--- config.mk ---
export PLATFORM = sky130hd
export DESIGN_NAME = fdcsr_regs
export DESIGN_NICKNAME = d
export VERILOG_FILES = /design/src/fdcsr_sync.v /design/src/fdcsr_regs.v
export VERILOG_INCLUDE_DIRS = /design/src /design/src/src
export SDC_FILE = /design/constraint.sdc
export NUM_CORES = 1
export LEC_CHECK = 0
export ABC_AREA = 1
export BUFFER_PORTS_ARGS = -buffer_cell sky130_fd_sc_hd__buf_2
export CAP_MARGIN = 20
export CELL_PAD_IN_SITES_DETAIL_PLACEMENT = 0
export CELL_PAD_IN_SITES_GLOBAL_PLACEMENT = 1
export CORE_MARGIN = 3
export CORE_UTILIZATION = 38
export CTS_CLUSTER_DIAMETER = 50
export DETAILED_ROUTE_END_ITERATION = 7
export PLACE_DENSITY = 0.86
export SLEW_MARGIN = 10
export SYNTH_ARGS = -nofsm -noshare
export SYNTH_HDL_FRONTEND = slang
export SYNTH_HIERARCHICAL = 1
export SYNTH_SLANG_ARGS = --single-unit
--- constraint.sdc ---
create_clock -name ref_clk -period 1.8 [get_ports ref_clk]
set_clock_uncertainty 0.2 [all_clocks]
set_input_delay 0.27 -clock ref_clk [delete_from_list [all_inputs] [get_ports ref_clk]]
set_output_delay 0.27 -clock ref_clk [all_outputs]
set_load 0.01 [all_outputs]
--- src/fdcsr_consts.vh ---
// What this block does
// - Writing 1 to the calibrate bit starts self-calibration; it reads 0 while running and 1 when done, done cleared only at reset and at a (re)start.
// - Reads of the output level code return the latest calibration result, not the written value.
// - The light-load save enable bit turns power-save off at 0 and on at 1, reset value 1.
// - Reads of bit 5 of register 5 return the live level of camera strobe line b.
// - Writes to bit 5 of register 5 set the general-purpose pin direction, 1 output; the field resets to 1, gpioOe to 0 until the first clock after reset.
// - The port value bit is the driven value when the pin is an output and the sampled pin level when it is an input.
// - The temperature monitor enable bit turns sensing on at 1, reset value 0.
// - The over-temperature flag sets when the sense voltage is below the hot threshold and stays until software writes 0.
// - A set over-temperature flag forces shutdown until software clears the flag.
// - The warning flag sets below the warning threshold and is cleared by a read of its register.
// - The headroom bit is updated at the end of each flash strobe, 0 low and 1 sufficient.
// - Writes to the output level code set the regulation target, reset value 1001.
`ifndef FDCSR_CONSTS_VH
`define FDCSR_CONSTS_VH
`define FDCSR_ADDR_CAL      8'h05
`define FDCSR_ADDR_TMP      8'h06
`define FDCSR_CAL_BIT       7
`define FDCSR_PSM_BIT       6
`define FDCSR_DIR_BIT       5
`define FDCSR_GPV_BIT       4
`define FDCSR_GPT_BIT       3
`define FDCSR_LEDC_BIT      2
`define FDCSR_LEDB_BIT      1
`define FDCSR_LEDA_BIT      0
`define FDCSR_TSE_BIT       7
`define FDCSR_HOT_BIT       6
`define FDCSR_WRN_BIT       5
`define FDCSR_HDR_BIT       4
`define FDCSR_CAL_RST       8'h6A
`define FDCSR_TMP_RST       8'h09
`define FDCSR_CAL_TIME_NS   1000
`define FDCSR_CLK_NS        8
`define FDCSR_CAL_CYCLES    (`FDCSR_CAL_TIME_NS / `FDCSR_CLK_NS)
`endif

--- src/fdcsr_sync.v ---
`timescale 1ns/1ps
module fdcsr_sync #(
	parameter W = 1
) (
	input  wire         ref_clk,
	input  wire         arst_n,
	input  wire [W-1:0] din,
	output reg  [W-1:0] dout
);
	reg [W-1:0] stage_reg;
	always @(posedge ref_clk or negedge arst_n) begin
		if (!arst_n) begin
			stage_reg <= {W{1'b0}};
			dout      <= {W{1'b0}};
		end else begin
			stage_reg <= din;
			dout      <= stage_reg;
		end
	end
endmodule

--- src/fdcsr_regs.v ---
`timescale 1ns/1ps
`include "fdcsr_consts.vh"
module fdcsr_regs #(
	parameter CAL_CYCLES = `FDCSR_CAL_CYCLES
) (
	input  wire       ref_clk,
	input  wire       arst_n,
	input  wire [7:0] regAddr,
	input  wire [7:0] regWdata,
	input  wire       regWr,
	input  wire       regRd,
	output reg  [7:0] regRdata,
	input  wire       strobeLineB,
	input  wire       flashStrobe,
	input  wire       headroomIn,
	input  wire       tsBelowHot,
	input  wire       tsBelowWarn,
	input  wire [3:0] calResult,
	input  wire       gpioIn,
	output reg        gpioOut,
	output reg        gpioOe,
	output reg        gpioPushPull,
	output reg        lightLoadSaveOn,
	output reg        channelAOn,
	output reg        channelBOn,
	output reg        channelCOn,
	output reg        tempMonitorOn,
	output reg        shutdownOut,
	output reg        calRunning,
	output reg  [3:0] targetCode
);
	// ------------------------------------------------
	// Input synchronisers
	// ------------------------------------------------
	wire [5:0] syn;
	fdcsr_sync #(.W(6)) uSync (
		.ref_clk (ref_clk),
		.arst_n  (arst_n),
		.din     ({strobeLineB, flashStrobe, headroomIn, tsBelowHot, tsBelowWarn, gpioIn}),
		.dout    (syn)
	);
	wire strbS  = syn[5];
	wire flashS = syn[4];
	wire hdrS   = syn[3];
	wire hotS   = syn[2];
	wire warnS  = syn[1];
	wire gpioS  = syn[0];

	// ------------------------------------------------
	// Reset values and helpers
	// ------------------------------------------------
	localparam [7:0] CAL_RST = `FDCSR_CAL_RST;
	localparam [7:0] TMP_RST = `FDCSR_TMP_RST;

	// Address match for one register
	function addrHit;
		input [7:0] addr;
		input [7:0] base;
		begin
			addrHit = (addr == base);
		end
	endfunction

	// Sticky flag, a set event wins over a clear in the same cycle
	function flagNext;
		input cur;
		input setEv;
		input clrEv;
		begin
			if (setEv)
				flagNext = 1'b1;
			else if (clrEv)
				flagNext = 1'b0;
			else
				flagNext = cur;
		end
	endfunction

	// Port value as read back, driven level or sampled pin
	function portValue;
		input dirOut;
		input driven;
		input sampled;
		begin
			portValue = dirOut ? driven : sampled;
		end
	endfunction

	// ------------------------------------------------
	// Register state
	// ------------------------------------------------
	reg        calDone_reg;
	reg        calRun_reg;
	reg [15:0] calCnt_reg;
	reg [3:0]  calRes_reg;
	reg        dir_reg;
	reg        gpv_reg;
	reg        gpt_reg;
	reg        psm_reg;
	reg [2:0]  led_reg;
	reg        tse_reg;
	reg        hot_reg;
	reg        wrn_reg;
	reg        hdr_reg;
	reg [3:0]  ov_reg;
	reg        flashPrev_reg;

	// ------------------------------------------------
	// Access strobes and events
	// ------------------------------------------------
	wire selCal   = addrHit(regAddr, `FDCSR_ADDR_CAL);
	wire selTmp   = addrHit(regAddr, `FDCSR_ADDR_TMP);
	wire wrCal    = regWr && selCal;
	wire wrTmp    = regWr && selTmp;
	wire rdTmp    = regRd && selTmp;
	wire calStart = wrCal && regWdata[`FDCSR_CAL_BIT];
	wire flashEnd = flashPrev_reg && !flashS;
	wire hotSet   = tse_reg && hotS;
	wire hotClr   = wrTmp && !regWdata[`FDCSR_HOT_BIT];
	wire wrnSet   = tse_reg && warnS;
	wire hot_next = flagNext(hot_reg, hotSet, hotClr);
	wire wrn_next = flagNext(wrn_reg, wrnSet, rdTmp);

	// ------------------------------------------------
	// Self-calibration sequencer
	// ------------------------------------------------
	always @(posedge ref_clk or negedge arst_n) begin
		if (!arst_n) begin
			calDone_reg <= 1'b0;
			calRun_reg  <= 1'b0;
			calCnt_reg  <= 16'h0000;
			calRes_reg  <= TMP_RST[3:0];
		end else begin
			if (calStart) begin
				calRun_reg  <= 1'b1;
				calDone_reg <= 1'b0;
				calCnt_reg  <= CAL_CYCLES[15:0];
			end else if (calRun_reg) begin
				if (calCnt_reg <= 16'h0001) begin
					calRun_reg  <= 1'b0;
					calDone_reg <= 1'b1;
					calRes_reg  <= calResult;
				end else begin
					calCnt_reg <= calCnt_reg - 16'h0001;
				end
			end
		end
	end

	// ------------------------------------------------
	// Control fields
	// ------------------------------------------------
	always @(posedge ref_clk or negedge arst_n) begin
		if (!arst_n) begin
			psm_reg <= CAL_RST[`FDCSR_PSM_BIT];
			dir_reg <= CAL_RST[`FDCSR_DIR_BIT];
			gpv_reg <= CAL_RST[`FDCSR_GPV_BIT];
			gpt_reg <= CAL_RST[`FDCSR_GPT_BIT];
			led_reg <= CAL_RST[`FDCSR_LEDC_BIT:`FDCSR_LEDA_BIT];
			tse_reg <= TMP_RST[`FDCSR_TSE_BIT];
			ov_reg  <= TMP_RST[3:0];
		end else begin
			if (wrCal) begin
				psm_reg <= regWdata[`FDCSR_PSM_BIT];
				dir_reg <= regWdata[`FDCSR_DIR_BIT];
				gpv_reg <= regWdata[`FDCSR_GPV_BIT];
				gpt_reg <= regWdata[`FDCSR_GPT_BIT];
				led_reg <= regWdata[`FDCSR_LEDC_BIT:`FDCSR_LEDA_BIT];
			end
			if (wrTmp) begin
				tse_reg <= regWdata[`FDCSR_TSE_BIT];
				ov_reg  <= regWdata[3:0];
			end
		end
	end

	// ------------------------------------------------
	// Status flags
	// ------------------------------------------------
	always @(posedge ref_clk or negedge arst_n) begin
		if (!arst_n) begin
			hot_reg       <= TMP_RST[`FDCSR_HOT_BIT];
			wrn_reg       <= TMP_RST[`FDCSR_WRN_BIT];
			hdr_reg       <= TMP_RST[`FDCSR_HDR_BIT];
			flashPrev_reg <= 1'b0;
		end else begin
			flashPrev_reg <= flashS;
			hot_reg       <= hot_next;
			wrn_reg       <= wrn_next;
			if (flashEnd)
				hdr_reg <= hdrS;
		end
	end

	// ------------------------------------------------
	// Read data
	// ------------------------------------------------
	reg [7:0] rdData_next;
	always @* begin
		rdData_next = 8'h00;
		case (regAddr)
			`FDCSR_ADDR_CAL: begin
				rdData_next[`FDCSR_CAL_BIT]  = calDone_reg;
				rdData_next[`FDCSR_PSM_BIT]  = psm_reg;
				rdData_next[`FDCSR_DIR_BIT]  = strbS;
				rdData_next[`FDCSR_GPV_BIT]  = portValue(dir_reg, gpv_reg, gpioS);
				rdData_next[`FDCSR_GPT_BIT]  = gpt_reg;
				rdData_next[`FDCSR_LEDC_BIT] = led_reg[2];
				rdData_next[`FDCSR_LEDB_BIT] = led_reg[1];
				rdData_next[`FDCSR_LEDA_BIT] = led_reg[0];
			end
			`FDCSR_ADDR_TMP: begin
				rdData_next[`FDCSR_TSE_BIT] = tse_reg;
				rdData_next[`FDCSR_HOT_BIT] = hot_reg;
				rdData_next[`FDCSR_WRN_BIT] = wrn_reg;
				rdData_next[`FDCSR_HDR_BIT] = hdr_reg;
				rdData_next[3:0]            = calRes_reg;
			end
			default: begin
				rdData_next = 8'h00;
			end
		endcase
	end

	// ------------------------------------------------
	// Registered outputs
	// ------------------------------------------------
	always @(posedge ref_clk or negedge arst_n) begin
		if (!arst_n) begin
			regRdata        <= 8'h00;
			gpioOut         <= CAL_RST[`FDCSR_GPV_BIT];
			gpioOe          <= 1'b0;
			gpioPushPull    <= CAL_RST[`FDCSR_GPT_BIT];
			lightLoadSaveOn <= CAL_RST[`FDCSR_PSM_BIT];
			channelAOn      <= 1'b0;
			channelBOn      <= 1'b0;
			channelCOn      <= 1'b0;
			tempMonitorOn   <= TMP_RST[`FDCSR_TSE_BIT];
			shutdownOut     <= TMP_RST[`FDCSR_HOT_BIT];
			calRunning      <= 1'b0;
			targetCode      <= TMP_RST[3:0];
		end else begin
			if (regRd)
				regRdata <= rdData_next;
			gpioOut         <= gpv_reg;
			gpioOe          <= dir_reg;
			gpioPushPull    <= gpt_reg;
			lightLoadSaveOn <= psm_reg;
			channelAOn      <= led_reg[0] && !hot_reg;
			channelBOn      <= led_reg[1] && !hot_reg;
			channelCOn      <= led_reg[2] && !hot_reg;
			tempMonitorOn   <= tse_reg;
			shutdownOut     <= hot_reg;
			calRunning      <= calRun_reg;
			targetCode      <= ov_reg;
		end
	end
endmodule

==> impl_metrics.yaml <==
floorplanning:
  dieArea_um2: 9010
  coreArea_um2: 7450
  ios: 52
  fp.dieW_um: 94.9
  row_count: 31
  die_y_um: 94.9
  initial_utilization_pct: 40.3
detailed_routing:
  wl_per_cell_um: 12.5
  via_count: 2398
  drt-initial-drc-count: 101
  final_antenna_net_count: 0
  firstDrtPassIters: 4
  drc_errors: 0
  routed_wl_um: 6440
  viasPerCell: 4.65
synth:
  synth_top_family_by_area: "simple AND/OR/NAND/NOR gates"
  synthDistinctLibCells: 29
  synth-adder-area-share_pct: 0.833
  synth_xor_area_share_pct: 2.04
  synthTopCellsByArea: "dfrtp_1, nand2_1, dfstp_2"
  synth_compound_area_share_pct: 5.04
  synth_top_area_share_pct: 50.0
  syn_avg_cell_area_um2: 9.24
  synthesis.area_um2: 3000
  synth_nets: 357
  ys.warnings.count: 6
  synth_area_leader_cell: "dfrtp_1"
  yosys.area_share.simple_pct: 26.8
  ys_seq_area_share_pct: 60.5
  ys_ff_latch: 72
  netlist_instances: 325
  synth.area.mux_share_pct: 0
power_and_ir_drop:
  total_power_uw: 3270
  p_int_uw: 2570
  p_leak_uw: 0.00208
  swShare_pct: 21.4
  power_frac_seq_pct: 52.0
  clock_power_share_pct: 42.7
  peakVddDrop_uv: 450
  power.density_nw_per_um2: 825
  pwr-share-comb_pct: 5.2
  switching_power_uw: 700
sta:
  fin_crit_ns: 1.74
  finalHoldViolCount: 0
  slew_headroom_pct: 75.2
  rsz0062_at_grt: "true"
  timing.fmax_mhz: 575
  worst_pin_slew_ns: 0.372
  setup_viol_count_final: 0
  setup_slack_ns: 0.0605
  slew_viol_final: 0
  fin_crit_sh_pct: 96.6
setup_path:
  cp.arrival_ns: 1.81
  cp_top_family: "simple AND/OR/NAND/NOR gates"
  worstPathRequired_ns: 1.87
  crit_fanout: 7
  path_buf_inv: 3
  crit_type: "flip-flop to flip-flop"
  cp-end-kind: "flip-flop"
  critPathLaunchType: "flip-flop"
  path_cells: "inv_2 -> ha_1 -> inv_1 -> nand2_1 -> nand2_1 -> nor2_2 -> nand2_2 -> nand2_4 -> nand2_8 -> inv_6 -> nand2_1 -> nand2_1"
  max_stage_delay_ns: 0.40
  cp_slowest_cell: "dfrtp_1"
  path_common_cell: "nand2_1"
placement:
  dp_slack_ns: 0.0281
  dp_hpwl_um: 4490
  gp_congestion: 0.857
  port_buffers: 51
clocking:
  insertion_delay_ns: 0.33
  cts_root_buf: "clkbuf_8"
  htreeDepth: 3
  cts.sinks: 72
  clkSlewWorstSetupHoldPaths_ns: 0.07
  ctsLongestPathBuffers: 2
  numCtsBuffers: 9
  cts_tree: "done"
global_route:
  grt_pass1_vias: 2329
  overflow: 0
  antenna_found_initial: 0
  grtUsageTotal_pct: 15.2
  grt_max_degree: 73
  grt_pass1_wl_um: 10600
layout:
  drive_above_1_share_pct: 28.1
  final_nets: 444
  antenna_cells: 0
  fill_cells: 703
  synthToLayoutAreaGrowth_pct: 32.1
  largest_register_ffs: 16
min_path:
  hold_class: "input port to flip-flop"
outcome:
  outcome: "finished clean"
flow_run:
  cap_violations: 0
## metal layers
| layer | routed length [µm] | GRT usage, % |
|---|---|---|
| met4 | 83 | 5.89 |
| met2 | 3060 | 25.0 |
| met1 | 2970 | 19.8 |
| met3 | 318 | 3.19 |
| met5 | 0 | 0 |
## final timing paths
path | start | endpoint | slack, ns | depth (start not counted)
hold reg to reg | uSync/stage_reg[3] | uSync/dout[3] | 0.15 | 0
max in group asynchronous | arst_n | lightLoadSaveOn | 0.77 | 3
hold / removal | regWdata[2] | ov_reg[2] | 0.02 | 3
setup reg to reg | calCnt_reg[1] | calCnt_reg[5] | 0.06 | 12
min in group asynchronous | arst_n | ov_reg[2] | 0.28 | 3
setup / recovery | calCnt_reg[1] | calCnt_reg[5] | 0.06 | 12
## final cells by class
cell class | count | area (µm²) | area share, %
inverter | 29 | 121 | 3.06
clock buffer | 11 | 141 | 3.56
timing repair inverter | 1 | 8.76 | 0.221
multi-input combinational | 218 | 1120 | 28.2
timing repair buffer | 81 | 556 | 14.0
tap | 99 | 124 | 3.12
clock inverter | 5 | 80.1 | 2.02
sequential | 72 | 1820 | 45.8
## cells in the mapped netlist
cell type  number
a21oi_1         2
a21oi_2         1
a31oi_1         1
buf_1           1
buf_6           1
clkbuf_1        5
dfrtp_1        60
dfstp_2        12
ha_1            2
inv_1          28
inv_4           1
nand2_1       100
nand2_2         2
nand2_4         1
nand3_1        36
nand3_4         1
nand3b_1        1
nand4_1         6
nor2_1         30
nor2_2          3
nor2_4          1
nor2_8          1
o2111ai_1       1
o211ai_1        3
o21a_1          1
o21ai_0        16
o21bai_1        1
xnor2_1         4
xor2_1          3
## layout by cell type, fill, tap and decap left out, types with 2 or more instances in the layout
cell type       n
nand2_4         3
clkbuf_8       10
buf_6           2
o211ai_1        3
dfrtp_1        60
buf_4           9
xnor2_1         4
nor2_4          2
buf_2          51
buf_12          2
bufinv_16       2
clkinvlp_4      2
a21oi_1         2
nor2_2          5
nand3_1        36
o21ai_2         5
o21ai_0        10
inv_1          26
dlygate4sd3_1  17
nand2_2         2
nand4_1         6
inv_2           2
nand2_1        98
nor2_1         27
dfstp_2        12
xor2_1          3
## power groups by stage
stage	clock, µW	combinational (µW)	sequential, µW
final	1400	171	1700
after global routing	1520	196	1710
after CTS	1430	174	1700
after detailed placement	0	145	1730
after global placement	0	142	1730
after floorplan	0	46.4	1730
## what timing repair did
item                                    4_1_cts  5_1_grt
hold buffers                                 17        0
resized for setup                             0       29
hold endpoints to repair                     78        0
endpoints found under the setup margin        0       18
buffers inserted                              0        4
## kinds of logic after synthesis
group                      after synthesis
AOI/OAI and AO/OA                       26
and+or+nand+nor                        182
DFF                                     72
xor gates and xnor gates                 7
buffers and inverters                   36
adders and majority gates                2
## through the flow
step                cells  util (%)  hold slack (ns)  setup TNS (ns)  instance area [µm²]
CTS                   510      51.5          0.00872               0                 3830
finish                516      53.3           0.0205               0                 3970
floorplan             325         -           -0.226               0                 3000
global placement      477      46.2            0.126               0                 3440
detailed placement    477      46.2            0.126               0                 3440
global route          516      53.3          0.00415          -0.503                 3970
## worst register-to-register path, cell delays in order, from the launching register on
cell and delay [ns]:
dfrtp_1 0.40, inv_2 0.09, ha_1 0.14, inv_1 0.04
nand2_1 0.05, nand2_1 0.05, nor2_2 0.14, nand2_2 0.11
nand2_4 0.14, nand2_8 0.10, inv_6 0.10, nand2_1 0.06
nand2_1 0.06
No activity file was read; power rests on OpenSTA's default activity.
